[src/design/adh_pkg.sv]
package adh_pkg;

	// ==========================================================
	// Clock and timing, figures in ns, counts derived
	// ==========================================================
	localparam int CLK_NS = 8; // Core clock period
	localparam int WE_LOW_NS = 30; // Least write strobe low time
	localparam int HOLD_NS = 15; // Data hold after strobe rise
	localparam int RST_LOW_NS = 25; // Least device reset pulse
	localparam int CONV_NS = 2500; // Longest conversion time
	localparam int ACCESS_NS = 50; // Read access time, heaviest load
	localparam int DIS_NS = 35; // Bus release after read strobe
	localparam int DAC_NS = 100; // Internal DAC update time
	localparam int SYNC_CYC = 2; // Input synchroniser depth

	// Least times round up to whole cycles
	localparam int WE_CYC = (WE_LOW_NS + CLK_NS - 1) / CLK_NS;
	localparam int HOLD_CYC = (HOLD_NS + CLK_NS - 1) / CLK_NS;
	localparam int RST_CYC = (RST_LOW_NS + CLK_NS - 1) / CLK_NS;
	localparam int CONV_CYC = (CONV_NS + CLK_NS - 1) / CLK_NS;
	localparam int RD_CYC = (ACCESS_NS + CLK_NS - 1) / CLK_NS + SYNC_CYC;
	localparam int DIS_CYC = (DIS_NS + CLK_NS - 1) / CLK_NS;
	localparam int DAC_CYC = (DAC_NS + CLK_NS - 1) / CLK_NS;
	localparam int TMR_W = 9; // Holds the longest count

	// ==========================================================
	// Register map, byte addresses
	// ==========================================================
	localparam logic [4:0] OFS_CTRL = 5'h00;
	localparam logic [4:0] OFS_RANGE = 5'h04;
	localparam logic [4:0] OFS_REF = 5'h08;
	localparam logic [4:0] OFS_DAC = 5'h0C;
	localparam logic [4:0] OFS_RESULT = 5'h10;
	localparam logic [4:0] OFS_STATUS = 5'h14;

	// Control register fields
	localparam int CTRL_RESET_BIT = 0; // Write 1: pulse device reset
	localparam int CTRL_DISCARD_BIT = 1; // Drop first inverting result
	// Device control word fields
	localparam int LOOP_BIT = 6; // Loopback enable in reference word
	localparam int CHAN_LSB = 2; // Channel field low bit
	localparam logic [2:0] LAST_INV_CHAN = 3'h5; // Channels 0..5 invert

	// Device register contents after its reset; host discard enable at power-up
	localparam logic [7:0] RANGE_RST = 8'h00;
	localparam logic [7:0] REF_RST = 8'h00;
	localparam logic [7:0] DAC_RST = 8'h00; // Mid-scale, twos complement
	localparam logic CTRL_DISCARD_RST = 1'b1;

	// ==========================================================
	// Sequencer states and operations
	// ==========================================================
	typedef enum logic [2:0] {
		ST_RST, ST_IDLE, ST_WE_LO, ST_HOLD,
		ST_CONV, ST_RD_LO, ST_RD_REL, ST_DAC
	} adh_state_t;

	typedef enum logic [1:0] {OP_CONV, OP_REF, OP_DAC} adh_op_t;

endpackage

[src/design/adh_host.sv]
// Chosen here: the Avalon-MM register port and the address map.
`timescale 1ns/1ps
`default_nettype none

// Operation
// - Control write: ctrl select low, strobe pulse
// - Read result after conversion, strobe low
// - Discard first result on new inverting channel
// - DAC write: conv select low, strobe pulse
// - Loopback enabled by reference bit six
// - Loopback read moves result to DAC
// - Both selects high during device reset
module adh_host
	import adh_pkg::*;
#(
	parameter int CONV_WAIT_CYC = CONV_CYC
) (
	// Clock and reset
	input wire logic core_clk_in,
	input wire logic nrst_in,
	// Avalon-MM slave
	input wire logic [4:0] avs_address_in,
	input wire logic avs_read_in,
	input wire logic avs_write_in,
	input wire logic [31:0] avs_writedata_in,
	output logic [31:0] avs_readdata_out,
	output logic avs_waitrequest_out,
	// Device strobes and selects
	output logic ctrl_select_n_out,
	output logic conv_select_n_out,
	output logic write_strobe_n_out,
	output logic read_strobe_n_out,
	output logic dev_reset_n_out,
	// Device data bus, split three ways
	input wire logic [7:0] bus_data_in,
	output logic [7:0] bus_data_out,
	output logic bus_data_oe_out
);

	// ==========================================================
	// State
	// ==========================================================
	adh_state_t st_q, st_d; // Pin sequencer
	adh_op_t op_q, op_d; // Operation in flight
	logic [TMR_W-1:0] tmr_q, tmr_d; // Phase timer
	logic [7:0] word_q, word_d; // Word being written
	logic [7:0] dout_q, dout_d; // Bus drive value
	logic doe_q, doe_d; // Bus drive enable
	logic csc_n_q, csc_n_d; // Control select pin
	logic csa_n_q, csa_n_d; // Converter select pin
	logic we_n_q, we_n_d; // Write strobe pin
	logic rd_n_q, rd_n_d; // Read strobe pin
	logic rst_n_q, rst_n_d; // Device reset pin
	logic [7:0] result_q, result_d; // Last kept result
	logic res_valid_q, res_valid_d; // Fresh result waiting
	logic [7:0] res_cnt_q, res_cnt_d; // Results kept so far
	logic discard_q, discard_d; // Next read is thrown away
	logic disc_en_q, disc_en_d; // Discard feature on
	logic [2:0] last_chan_q, last_chan_d; // Channel last selected
	logic chan_ok_q, chan_ok_d; // Last channel known
	logic loop_q, loop_d; // Device loopback shadow
	logic [7:0] range_sh_q, range_sh_d; // Device range register copy
	logic [7:0] ref_sh_q, ref_sh_d; // Device reference register copy
	logic [7:0] dac_sh_q, dac_sh_d; // Device DAC register copy
	logic ack_q, ack_d; // Bus access taken this cycle
	logic wait_q, wait_d; // Registered waitrequest
	logic [31:0] rdata_q, rdata_d; // Registered read data
	logic [7:0] rx_data; // Synchronised bus input
	logic cmd; // Accepted write this cycle
	logic new_inv; // New inverting channel chosen

	// ==========================================================
	// Input synchroniser
	// ==========================================================
	adh_sync2 #(.WIDTH(8)) u_rx_sync (
		.core_clk_in(core_clk_in),
		.nrst_in(nrst_in),
		.async_in(bus_data_in),
		.sync_out(rx_data)
	);

	assign cmd = ack_q & avs_write_in;
	// Channel 0..5 differs from last or none known yet
	assign new_inv = (avs_writedata_in[4:2] <= LAST_INV_CHAN) &&
		(!chan_ok_q || (avs_writedata_in[4:2] != last_chan_q));

	// ==========================================================
	// Next-state logic
	// ==========================================================
	always_comb begin
		st_d = st_q;
		op_d = op_q;
		tmr_d = tmr_q + 1'b1;
		word_d = word_q;
		dout_d = dout_q;
		doe_d = doe_q;
		csc_n_d = csc_n_q;
		csa_n_d = csa_n_q;
		we_n_d = we_n_q;
		rd_n_d = rd_n_q;
		rst_n_d = rst_n_q;
		result_d = result_q;
		res_valid_d = res_valid_q;
		res_cnt_d = res_cnt_q;
		discard_d = discard_q;
		disc_en_d = disc_en_q;
		last_chan_d = last_chan_q;
		chan_ok_d = chan_ok_q;
		loop_d = loop_q;
		range_sh_d = range_sh_q;
		ref_sh_d = ref_sh_q;
		dac_sh_d = dac_sh_q;
		// Bus side: writes wait for idle so no command is lost
		ack_d = (avs_read_in | avs_write_in) & ~ack_q &
			(avs_read_in | (st_q == ST_IDLE));
		wait_d = ~ack_d;
		rdata_d = 32'h00000000;
		if (ack_d && avs_read_in) begin
			case (avs_address_in)
				OFS_CTRL: rdata_d = {30'h0, disc_en_q, 1'b0};
				OFS_RANGE: rdata_d = {24'h0, range_sh_q};
				OFS_REF: rdata_d = {24'h0, ref_sh_q};
				OFS_DAC: rdata_d = {24'h0, dac_sh_q};
				OFS_RESULT: rdata_d = {24'h0, result_q};
				OFS_STATUS: rdata_d = {16'h0, res_cnt_q, 5'h0,
					loop_q, res_valid_q, st_q != ST_IDLE};
				default: rdata_d = 32'h00000000;
			endcase
			// Reading the result consumes it; a store below wins
			if (avs_address_in == OFS_RESULT) begin
				res_valid_d = 1'b0;
			end
		end
		case (st_q)
			// Device reset pulse with both selects parked high
			ST_RST: begin
				rst_n_d = 1'b0;
				csc_n_d = 1'b1;
				csa_n_d = 1'b1;
				doe_d = 1'b0;
				if (tmr_q == TMR_W'(RST_CYC - 1)) begin
					rst_n_d = 1'b1;
					st_d = ST_IDLE;
					// Mirror what the device now holds
					range_sh_d = RANGE_RST;
					ref_sh_d = REF_RST;
					dac_sh_d = DAC_RST;
					loop_d = 1'b0;
					chan_ok_d = 1'b0;
				end
			end
			// Wait for a software command
			ST_IDLE: begin
				tmr_d = '0;
				if (cmd) begin
					word_d = avs_writedata_in[7:0];
					dout_d = avs_writedata_in[7:0];
					case (avs_address_in)
						OFS_CTRL: begin
							disc_en_d = avs_writedata_in[CTRL_DISCARD_BIT];
							if (avs_writedata_in[CTRL_RESET_BIT]) begin
								// Drop now so the pulse spans four edges
								rst_n_d = 1'b0;
								st_d = ST_RST;
							end
						end
						OFS_RANGE, OFS_REF: begin
							// Low bits 00 land in the reference register
							if (avs_address_in == OFS_REF ||
								avs_writedata_in[1:0] == 2'b00) begin
								op_d = OP_REF;
								word_d = {avs_writedata_in[7:2], 2'b00};
								dout_d = {avs_writedata_in[7:2], 2'b00};
							end else begin
								op_d = OP_CONV;
								discard_d = disc_en_q & new_inv;
							end
							csc_n_d = 1'b0;
							doe_d = 1'b1;
							we_n_d = 1'b0;
							st_d = ST_WE_LO;
						end
						OFS_DAC: begin
							op_d = OP_DAC;
							csa_n_d = 1'b0;
							doe_d = 1'b1;
							we_n_d = 1'b0;
							st_d = ST_WE_LO;
						end
						default: st_d = ST_IDLE; // Unmapped write ignored
					endcase
				end
			end
			// Strobe low long enough; device latches on the rise
			ST_WE_LO: begin
				if (tmr_q == TMR_W'(WE_CYC - 1)) begin
					we_n_d = 1'b1;
					tmr_d = '0;
					st_d = ST_HOLD;
				end
			end
			// Hold data and select past the rising edge
			ST_HOLD: begin
				if (tmr_q == TMR_W'(HOLD_CYC - 1)) begin
					csc_n_d = 1'b1;
					csa_n_d = 1'b1;
					doe_d = 1'b0;
					tmr_d = '0;
					case (op_q)
						OP_CONV: begin
							range_sh_d = word_q;
							last_chan_d = word_q[CHAN_LSB +: 3];
							chan_ok_d = 1'b1;
							st_d = ST_CONV;
						end
						OP_REF: begin
							ref_sh_d = word_q;
							loop_d = word_q[LOOP_BIT];
							st_d = ST_IDLE;
						end
						default: begin
							dac_sh_d = word_q;
							st_d = ST_DAC;
						end
					endcase
				end
			end
			// Conversion time, then select and read strobe together
			ST_CONV: begin
				if (tmr_q == TMR_W'(CONV_WAIT_CYC - 1)) begin
					csa_n_d = 1'b0;
					rd_n_d = 1'b0;
					tmr_d = '0;
					st_d = ST_RD_LO;
				end
			end
			// Access time plus synchroniser, then sample
			ST_RD_LO: begin
				if (tmr_q == TMR_W'(RD_CYC - 1)) begin
					rd_n_d = 1'b1; // Rising edge fires loopback copy
					tmr_d = '0;
					st_d = ST_RD_REL;
					if (!discard_q) begin
						result_d = rx_data;
						res_valid_d = 1'b1;
						res_cnt_d = res_cnt_q + 1'b1;
					end
					if (loop_q) begin
						dac_sh_d = rx_data;
					end
				end
			end
			// Let the device release the bus before driving again
			ST_RD_REL: begin
				csa_n_d = 1'b1;
				if (tmr_q == TMR_W'(DIS_CYC - 1)) begin
					tmr_d = '0;
					if (discard_q) begin
						// Rewrite same word for a settled conversion
						discard_d = 1'b0;
						csc_n_d = 1'b0;
						doe_d = 1'b1;
						dout_d = word_q;
						we_n_d = 1'b0;
						st_d = ST_WE_LO;
					end else begin
						st_d = ST_IDLE;
					end
				end
			end
			// Give the DAC its internal update time
			ST_DAC: begin
				if (tmr_q == TMR_W'(DAC_CYC - 1)) begin
					st_d = ST_IDLE;
				end
			end
			default: st_d = ST_IDLE;
		endcase
	end

	// ==========================================================
	// Registers; power-up runs a device reset first
	// ==========================================================
	always_ff @(posedge core_clk_in or negedge nrst_in) begin
		if (!nrst_in) begin
			st_q <= ST_RST;
			op_q <= OP_CONV;
			tmr_q <= '0;
			word_q <= 8'h00;
			dout_q <= 8'h00;
			doe_q <= 1'b0;
			csc_n_q <= 1'b1;
			csa_n_q <= 1'b1;
			we_n_q <= 1'b1;
			rd_n_q <= 1'b1;
			rst_n_q <= 1'b0;
			result_q <= 8'h00;
			res_valid_q <= 1'b0;
			res_cnt_q <= 8'h00;
			discard_q <= 1'b0;
			disc_en_q <= CTRL_DISCARD_RST;
			last_chan_q <= 3'h0;
			chan_ok_q <= 1'b0;
			loop_q <= 1'b0;
			range_sh_q <= RANGE_RST;
			ref_sh_q <= REF_RST;
			dac_sh_q <= DAC_RST;
			ack_q <= 1'b0;
			wait_q <= 1'b1;
			rdata_q <= 32'h00000000;
		end else begin
			st_q <= st_d;
			op_q <= op_d;
			tmr_q <= tmr_d;
			word_q <= word_d;
			dout_q <= dout_d;
			doe_q <= doe_d;
			csc_n_q <= csc_n_d;
			csa_n_q <= csa_n_d;
			we_n_q <= we_n_d;
			rd_n_q <= rd_n_d;
			rst_n_q <= rst_n_d;
			result_q <= result_d;
			res_valid_q <= res_valid_d;
			res_cnt_q <= res_cnt_d;
			discard_q <= discard_d;
			disc_en_q <= disc_en_d;
			last_chan_q <= last_chan_d;
			chan_ok_q <= chan_ok_d;
			loop_q <= loop_d;
			range_sh_q <= range_sh_d;
			ref_sh_q <= ref_sh_d;
			dac_sh_q <= dac_sh_d;
			ack_q <= ack_d;
			wait_q <= wait_d;
			rdata_q <= rdata_d;
		end
	end

	// Pins and bus answers straight from flops
	assign avs_readdata_out = rdata_q;
	assign avs_waitrequest_out = wait_q;
	assign ctrl_select_n_out = csc_n_q;
	assign conv_select_n_out = csa_n_q;
	assign write_strobe_n_out = we_n_q;
	assign read_strobe_n_out = rd_n_q;
	assign dev_reset_n_out = rst_n_q;
	assign bus_data_out = dout_q;
	assign bus_data_oe_out = doe_q;

endmodule

`default_nettype wire

[src/design/adh_sync2.sv]
`timescale 1ns/1ps
`default_nettype none

// ==========================================================
// Two-flop synchroniser for pin inputs
// ==========================================================
module adh_sync2 #(
	parameter int WIDTH = 8
) (
	// Clock and reset
	input wire logic core_clk_in,
	input wire logic nrst_in,
	// Data
	input wire logic [WIDTH-1:0] async_in,
	output logic [WIDTH-1:0] sync_out
);

	logic [WIDTH-1:0] meta_q; // First stage, read only by second

	// Both stages on every edge
	always_ff @(posedge core_clk_in or negedge nrst_in) begin
		if (!nrst_in) begin
			meta_q <= '0;
			sync_out <= '0;
		end else begin
			meta_q <= async_in;
			sync_out <= meta_q;
		end
	end

endmodule

`default_nettype wire

[config.mk]
export PLATFORM = sky130hd
export DESIGN_NAME = adh_host
export DESIGN_NICKNAME = d
export VERILOG_FILES = /design/src/design/adh_pkg.sv /design/src/design/adh_host.sv /design/src/design/adh_sync2.sv
export SDC_FILE = /design/constraint.sdc
export NUM_CORES = 1
export LEC_CHECK = 0
export BUFFER_PORTS_ARGS = -buffer_cell sky130_fd_sc_hd__buf_2
export CAP_MARGIN = 20
export CELL_PAD_IN_SITES_DETAIL_PLACEMENT = 1
export CELL_PAD_IN_SITES_GLOBAL_PLACEMENT = 2
export CORE_ASPECT_RATIO = 0.9
export CORE_MARGIN = 5
export CORE_UTILIZATION = 33
export CTS_CLUSTER_DIAMETER = 50
export DETAILED_ROUTE_END_ITERATION = 7
export PLACE_DENSITY_LB_ADDON = 0.1
export REMOVE_ABC_BUFFERS = 1
export SLEW_MARGIN = 20
export SYNTH_ARGS = -nofsm -noshare
export SYNTH_HDL_FRONTEND = slang
export SYNTH_SLANG_ARGS = --single-unit
[constraint.sdc]
create_clock -name core_clk_in -period 2.15 [get_ports core_clk_in]
set_input_delay 0.3225 -clock core_clk_in [delete_from_list [all_inputs] [get_ports core_clk_in]]
set_output_delay 0.3225 -clock core_clk_in [all_outputs]
set_load 0.02 [all_outputs]
# Yosys cells after proc, flatten, opt, wreduce, memory -nomap -nowiden
# Index checks and enable logic that the tools add are counted.
# Widths: inputs -> output; s select.
[op_classes]
addsub = 2
n_lt_le_gt_ge = 1
eq_ne = 41
mux = 85
n_bitwise = 9
n_reduce_logical = 39
[op_table]
columns = ["op", "count"]
rows = [
  ["$mux 8", 12],
  ["$pmux 16 s6", 1],
  ["$pmux 9 s6", 1],
  ["$pmux 8 s2", 3],
  ["$mux 9", 5],
  ["$mux 1", 36],
  ["$ne 2x2->1 const B", 16],
  ["$mux 3", 9],
  ["$pmux 3 s8", 1],
  ["$pmux 8 s3", 1],
  ["$reduce_and 6->1", 4],
  ["$eq 9x4->1 const B", 2],
  ["$mux 16", 1],
  ["$reduce_and 4->1", 4],
  ["$reduce_and 3->1", 5],
  ["$eq 3x3->1 const B", 4],
  ["$pmux 1 s4", 3],
  ["$pmux 3 s2", 2],
  ["$eq 5x4->1 const B", 2],
  ["$eq 5x5->1 const B", 2],
  ["$pmux 1 s2", 5],
  ["$reduce_and 5->1", 2],
  ["$reduce_bool 2->1", 5],
  ["$add 9x1->9 const B", 1],
  ["32 further kinds", 50],
]
[totals]
reg_bits = 134
in_bits = 49
output_inout_bits = 47

# Depth between registers and ports, before layout
# Gate-level depths: netlist of run 1.
[logic_depth]
word_depth = 8
ltp_mapped = 8
ltp_nobuf = 7

# Modules after synthesis
# A second synthesis of run 1 with hierarchy kept.
[hier_totals]
cells_unflattened = 476
hier_area_um2 = 5514.0
[by_module_without_submodules]
columns = ["mod", "instances", "cells_per_inst", "area_each_um2", "seq_area_each_um2"]
rows = [
  ["adh_host", 1, 460, 5113.7, 2534.9],
  ["adh_sync2", 1, 16, 400.4, 400.4],
]

# Worst setup path after synthesis of run 1
# No wires, ideal clock.
[synth_timing]
path_kind = "register to register"
start = "register tmr_q[0]"
end = "register st_q[0]"
t_arrival_ns = 2.123
required_ns = 2.022
path_slack_ns = -0.100
path_stages_with_launch = 7
n_path_buf = 0
synth_period_minus_slack_ns = 2.250
cell_sequence = "dfrtp_1 ha_1 or3b_1 a2111oi_2 o22ai_1 nor4b_1 mux2_1"
[synth_between]
elab_chain_len = 3
elab_cells_between_ends = 14
[synth_lines]
columns = ["item", "line_no", "source"]
rows = [
  ["start, declared", "adh_host.sv:45", "logic [TMR_W-1:0] tmr_q, tmr_d;"],
  ["start signal, assigned", "adh_host.sv:314", "tmr_q <= tmr_d;"],
  ["$eq 9x4->1 (tied with other cells)", "adh_host.sv:273", "if (tmr_q == TMR_W'(DAC_CYC - 1)) begin"],
  ["$ne 2x2->1 (no line)", "--", ""],
  ["$reduce_and 9->1 (no line) *", "--", ""],
  ["end signal, assigned", "adh_host.sv:312", "st_q <= st_d;"],
  ["end, declared", "adh_host.sv:43", "adh_state_t st_q, st_d;"],
]
# Mark *: on every way between the ends. The rest lies on a longest branch, timed or not.
# A chain may end at the register's enable or synchronous reset.

# Worst setup path in the final report of run 1
[layout_timing]
start = "register tmr_q[5]"
end = "register range_sh_q[7]"
[layout_between]
elab_chain_len = 3
elab_cells_between_ends = 5
[layout_lines]
columns = ["item", "line_no", "source"]
rows = [
  ["$eq 9x1->1 / $eq 9x2->1 (equally long branches)", "adh_host.sv:204, adh_host.sv:141", ""],
  ["$ne 2x2->1 (no line)", "--", ""],
  ["$reduce_and 4->1 (no line) *", "--", ""],
  ["end signal, assigned", "adh_host.sv:331", "range_sh_q <= range_sh_d;"],
  ["end, declared", "adh_host.sv:62", "logic [7:0] range_sh_q, range_sh_d;"],
]
# Marked as above.

==> results of run 1 <==
-- final timing paths --
kind | endpoint | depth (start not counted) | slack (ns)
setup / recovery | range_sh_q[7] | 8 | -0.09
hold reg to reg | u_rx_sync.sync_out[0] | 0 | 0.35
min in group asynchronous | tmr_q[2] | 2 | 0.28
max in group asynchronous | disc_en_q | 3 | 1.26
setup reg to reg | range_sh_q[7] | 8 | -0.09
hold / removal | word_q[7] | 3 | 0.11
-- layer usage --
layer,global-route usage (%),share of wire [%]
met1,21.8,47
met2,28.0,48
met3,4.29,3.4
met4,5.07,1.2
met5,0,0
-- kinds of logic after synthesis --
kind of cell	count (synthesis)	share of synthesized area, %
other	1	0.0674
buffers and inverters	48	4.74
adder cells (fa/ha/maj)	4	0.899
XOR/XNOR	17	2.67
multiplexers	57	11.7
AND/OR/NAND/NOR	177	17.3
AO/OA/AOI/OAI	81	9.87
flip-flops	117	52.7
-- placed cells by master (no fill, tap or decap), drive strengths merged, types with 7 or more instances in the layout --
master,count
a21o,9
a21oi,15
a221oi,7
and2,20
and3,7
buf,124
clkbuf,20
conb,16
dfrtp,111
dlygate4sd3,9
inv,13
mux2,42
mux2i,15
nand2,49
nand3,11
nor2,39
nor3,10
o21ai,22
xnor2,11
-- report_power, final --
part / switching [mW] / total (mW) / internal (mW)
clock: 1.11 / 2.89 / 1.78
sequential: 0.373 / 3.11 / 2.73
combinational: 1.84 / 3.59 / 1.75
-- area by class of cell --
| type | count | area [um2] | share of cell area (%) |
|---|---|---|---|
| clock inverters | 13 | 145 | 1.93 |
| multi-input cells | 352 | 2700 | 35.8 |
| clock buffers | 19 | 453 | 6.01 |
| inverters | 9 | 33.8 | 0.449 |
| well taps | 211 | 264 | 3.51 |
| flip-flops and latches | 117 | 2940 | 39.0 |
| repair buffers | 134 | 1000 | 13.3 |
-- what timing repair did --
item,CTS,global route
resized for setup,33,43
hold endpoints to repair,15,0
hold buffers,9,0
setup buffers,4,5
cloned,1,1
pin swaps,9,16
endpoints found under the setup margin,52,63
-- worst min-delay path: stages --
cell	delay, ns
buf_2	0.09
nand2_1	0.04
nand2_1	0.05
-- per-stage QoR --
stage / cell area, um2 / total power [mW] / hold WS, ns / cells
after detailed placement: 6460 / 6.25 / 0.176 / 806
after global placement: 6460 / 6.17 / 0.171 / 806
final: 7530 / 9.58 / 0.108 / 855
after global routing: 7530 / 10.1 / 0.108 / 855
after floorplan: 5390 / 4.83 / 0.0269 / 478
after CTS: 7360 / 9.52 / 0.0902 / 852
==> results.sh, run 1 <==
export IMPL_yosysMostFrequentCell="dfrtp_1"
export IMPL_synthTopCellsByArea="dfrtp_1, mux2_2, nand2_1"
export IMPL_synth_seq_cells=117
export IMPL_fill_cells=1809
export IMPL_slew_headroom_pct=54.5
export IMPL_hpwl_um=11200
export IMPL_drcViolationCount=0
export IMPL_hold_violations=0
export IMPL_root_buffer="clkbuf_16"
export IMPL_start_util_pct=33.3
export IMPL_grt_usage_pct=16.8
export IMPL_yosys_top_cells_count="dfrtp_1, nand2_1, nor2_1"
export IMPL_avgSynthCellArea_um2=11.1
export IMPL_worstSkewPairLatency_ns=0.42
export IMPL_crit_path_frequent_cell="buf_6"
export IMPL_cp_arrival_ns=2.55
export IMPL_largest_reg_flops=16
export IMPL_max_freq_mhz=446
export IMPL_final_util_pct=45.0
export IMPL_yosysSeqAreaShare_pct=52.7
export IMPL_vias=4287
export IMPL_clock_path_buffers=2
export IMPL_synth_top_area_cell="dfrtp_1"
export IMPL_async_reset_ff_share_pct=100
export IMPL_layout_nets=684
export IMPL_synth_top_cell_area_share_pct=49.9
export IMPL_end_kind="flip-flop"
export IMPL_startpoint_type="flip-flop"
export IMPL_worst_pin_slew_ns=0.682
export IMPL_setup_ws_ns=-0.0945
export IMPL_dieArea_um2=19600
export IMPL_fp_coreArea_um2=16700
export IMPL_grt_ovfl_total=0
export IMPL_diodes=0
export IMPL_routedWlPerCell_um=19.1
export IMPL_setup_violations=50
export IMPL_r2r_start="tmr_q[5]"
export IMPL_crit_slowest_cell="or4_4"
export IMPL_antenna_found_initial=0
export IMPL_drv_slew=0
export IMPL_syn2layout_area_growth_pct=35.3
export IMPL_violations="setup timing"
export IMPL_criticalPathCategory="reg -> reg"
export IMPL_tns_ns=-3.21
export IMPL_drt_iter0_markers=158
export IMPL_max_stage_delay_ns=0.55
export IMPL_die_x_um=147
export IMPL_crit_path_start="tmr_q[5]"
export IMPL_netlist_area_um2=5570
export IMPL_yosysUniqueCellTypes=64
export IMPL_postSynthCellCount=502
export IMPL_min_path_type="in -> reg"
export IMPL_gp_congestion=0.798
export IMPL_cts_sinks=117
export IMPL_grt_start_max_net_pins=65
export IMPL_yosys_most_used_dff="dfrtp_1"
export IMPL_routed_via_density=5.01
export IMPL_min_from="avs_writedata_in[7]"
export IMPL_ir_drop_uv=751
export IMPL_cts_tree="built"
export IMPL_postRouteAntennaNets=0
export IMPL_cts_made_buffers=17
export IMPL_period_needed_ns=2.24
export IMPL_crit_family="simple AND/OR/NAND/NOR gates"
export IMPL_drive_above_1_share_pct=37.7
export IMPL_cts_max_level=4
export IMPL_ios=96
export IMPL_synth_edf_count=0
export IMPL_worstPathCellList="or4_4 -> buf_12 -> nor2_8 -> o22ai_4 -> buf_6 -> nor3_4 -> buf_6 -> mux2_4"
export IMPL_status="finished, violations left"
export IMPL_grt_pass1_vias=4696
export IMPL_p_leak_nw=3.59
export IMPL_p_per_area_nw_per_um2=1270
export IMPL_firstDrtPassIters=4
export IMPL_max_cap_violations=0
export IMPL_fp_dieH_um=133
export IMPL_grt_pass1_wl_um=25800
export IMPL_wirelength_um=16300
export IMPL_row_count=45
export IMPL_finalCritPeriodShare_pct=104
export IMPL_clock_skew_ns=0.00670
export IMPL_synth_yosys_warnings=0
export IMPL_rsz0062_at_grt="yes"
export IMPL_portBuffers=55
export IMPL_cts_clk_slew_worst_paths_ns=0.06
export IMPL_pre_cts_ws_ns=-0.249
export IMPL_cp_required_ns=2.45
export IMPL_crit_buf_inv=3
export IMPL_cp_max_fo=8
(Power assumes the default switching activity.)
==> run 2, diff against run 1 <==
- BUFFER_PORTS_ARGS: -buffer_cell sky130_fd_sc_hd__buf_2 -> -buffer_cell sky130_fd_sc_hd__clkbuf_2
==> run 2 against run 1 <==
The flow still finishes with violations (setup timing). Clock power shrank 3%. Worst setup slack got worse by 0.024 ns. Combinational power is 3% higher. Flip-flop and latch count unchanged. Die area unchanged. Non-clock buffer count grew 9. Fmax shrank 1.1%. Sequential share of layout area decreased by 0.16 points. Clock-buffer cell count unchanged. Global-route usage hardly changed.
==> results.sh, run 2 (synthesis gave the netlist of run 1 again) <==
export IMPL_setup_ws_ns=-0.119
export IMPL_diodes=0
export IMPL_crit_buf_inv=3
export IMPL_design_area_um2=7560
export IMPL_wirelength_um=16400
export IMPL_hold_violations=0
export IMPL_hold_path_depth=1
export IMPL_criticalPathCategory="reg -> reg"
export IMPL_fp_dieH_um=133
export IMPL_finalCritPeriodShare_pct=106
export IMPL_dieArea_um2=19600
export IMPL_postRouteAntennaNets=0
export IMPL_worstSkewPairLatency_ns=0.42
export IMPL_routed_via_density=4.97
export IMPL_worst_pin_slew_ns=0.706
export IMPL_crit_family="simple AND/OR/NAND/NOR gates"
export IMPL_die_x_um=147
export IMPL_grt_ovfl_total=0
export IMPL_drcViolationCount=0
export IMPL_fp_coreArea_um2=16700
export IMPL_cts_tree="built"
export IMPL_root_buffer="clkbuf_16"
export IMPL_row_count=45
export IMPL_gp_congestion=0.832
export IMPL_clock_skew_ns=0.00645
export IMPL_cts_sinks=117
export IMPL_clock_path_buffers=2
export IMPL_final_common_cell="dfrtp_1"
export IMPL_end_kind="flip-flop"
export IMPL_hpwl_um=11300
export IMPL_grt_pass1_vias=4689
export IMPL_max_freq_mhz=441
export IMPL_r2r_end="ref_sh_q[1]"
export IMPL_r2r_start="tmr_q[5]"
export IMPL_portBuffers=55
export IMPL_cp_required_ns=2.45
export IMPL_final_cell_count_no_fill=861
export IMPL_rsz0062_at_grt="yes"
export IMPL_drt_iter0_markers=179
export IMPL_status="finished, violations left"
export IMPL_syn2layout_area_growth_pct=35.9
export IMPL_grt_busiest_layer="met2"
export IMPL_grt_use_met1_pct=22.0
export IMPL_cts_max_level=4
export IMPL_setup_violations=39
export IMPL_ios=96
export IMPL_fill_cells=1819
export IMPL_cp_max_fo=8
export IMPL_p_leak_nw=3.59
export IMPL_grt_pass1_wl_um=25800
export IMPL_min_from="bus_data_in[6]"
export IMPL_vias=4277
export IMPL_rr_worst_depth=8
export IMPL_layout_nets=693
export IMPL_cts_made_buffers=17
export IMPL_worstPathCellList="or4_4 -> buf_12 -> nor2_8 -> o22ai_4 -> buf_4 -> nor3_4 -> buf_12 -> mux2_2"
export IMPL_routedWlPerCell_um=19.0
export IMPL_violations="setup timing"
export IMPL_cp_arrival_ns=2.57
export IMPL_firstDrtPassIters=4
export IMPL_met2_usage_pct=27.9
export IMPL_grt_start_max_net_pins=47
export IMPL_p_per_area_nw_per_um2=1270
export IMPL_slew_headroom_pct=52.9
export IMPL_grt_usage_pct=16.9
export IMPL_startpoint_type="flip-flop"
export IMPL_crit_slowest_cell="or4_4"
export IMPL_antenna_found_initial=0
export IMPL_crit_path_frequent_cell="buf_12"
export IMPL_max_cap_violations=0
export IMPL_period_needed_ns=2.27
export IMPL_drive_above_1_share_pct=39.5
export IMPL_start_util_pct=33.3
export IMPL_dp_cells=807
export IMPL_place_area_um2=6460
export IMPL_holdWs_ns=0.0238
export IMPL_largest_reg_flops=16
export IMPL_final_cell_mix="dfrtp_1, buf_4, clkbuf_2, nand2_1, nor2_1"
export IMPL_tns_ns=-3.41
export IMPL_min_path_type="in -> reg"
export IMPL_max_stage_delay_ns=0.55
export IMPL_ff2ff_setup_slack_ns=-0.12
export IMPL_holdPathEnd="u_rx_sync.meta_q[6]"
export IMPL_grtUsageMet3_pct=4.56
export IMPL_ir_drop_uv=742
export IMPL_cts_clk_slew_worst_paths_ns=0.06
export IMPL_drv_slew=0
[run 2: cell count changes in the layout (fill, tap and decap cells not counted), sizes merged]
cell         change
clkbuf          +54
buf             -44
inv              -4
clkinv           +2
clkinvlp         -2
bufinv           +1
dlygate4sd3      -1
[run 2: how the worst max path moves through the flow]
stage / cells after the start / slack (ns) / from / to
3_5_place_dp: 6 / -0.23 / tmr_q[5] / st_q[0]
6_report: 8 / -0.12 / tmr_q[5] / ref_sh_q[1]
3_3_place_gp: 7 / -0.21 / tmr_q[5] / dac_sh_q[7]
2_1_floorplan: 5 / -0.49 / st_q[2] / res_cnt_q[5]
5_1_grt: 10 / -0.24 / st_q[2] / bus_data_oe_out
4_1_cts: 8 / -0.14 / tmr_q[5] / range_sh_q[6]
[run 2: layer usage]
layer	up-vias	wire [um]	part of all wire, %
li1	2012	-	-
met1	2160	7680	47
met2	90	7860	48
met3	15	611	3.7
met4	0	220	1.3
met5	-	0	0
[run 2: cell type report]
| cell class | count | area [um2] | share of cell area [%] |
|---|---|---|---|
| clock inverter | 10 | 135 | 1.79 |
| multi-input combinational | 352 | 2680 | 35.4 |
| timing repair buffer | 143 | 1080 | 14.3 |
| inverter | 9 | 33.8 | 0.447 |
| clock buffer | 19 | 433 | 5.72 |
| tap | 211 | 264 | 3.49 |
| sequential | 117 | 2940 | 38.8 |
[run 2: through the flow]
step / total power [mW] / worst slack (ns) / util [%]
finish: 9.61 / -0.119 / 45.2
detailed placement: 6.21 / -0.229 / 38.6
global route: 10.2 / -0.237 / 45.2
floorplan: 4.83 / -0.489 / -
CTS: 9.27 / -0.144 / 43.2
global placement: 6.13 / -0.206 / 38.6
[run 2: power breakdown]
part | total, mW | leakage (nW) | internal, mW | switching, mW
sequential | 3.11 | 1.52 | 2.74 | 0.378
clock | 2.79 | 0.278 | 1.79 | 0.997
combinational | 3.70 | 1.79 | 1.84 | 1.86
[run 2: timing repair]
action,CTS,global route
hold endpoints to repair,30,0
cloned,1,2
hold buffers,8,0
resized for setup,23,59
setup endpoints to repair,49,66
setup buffers,2,13
pin swaps,3,14
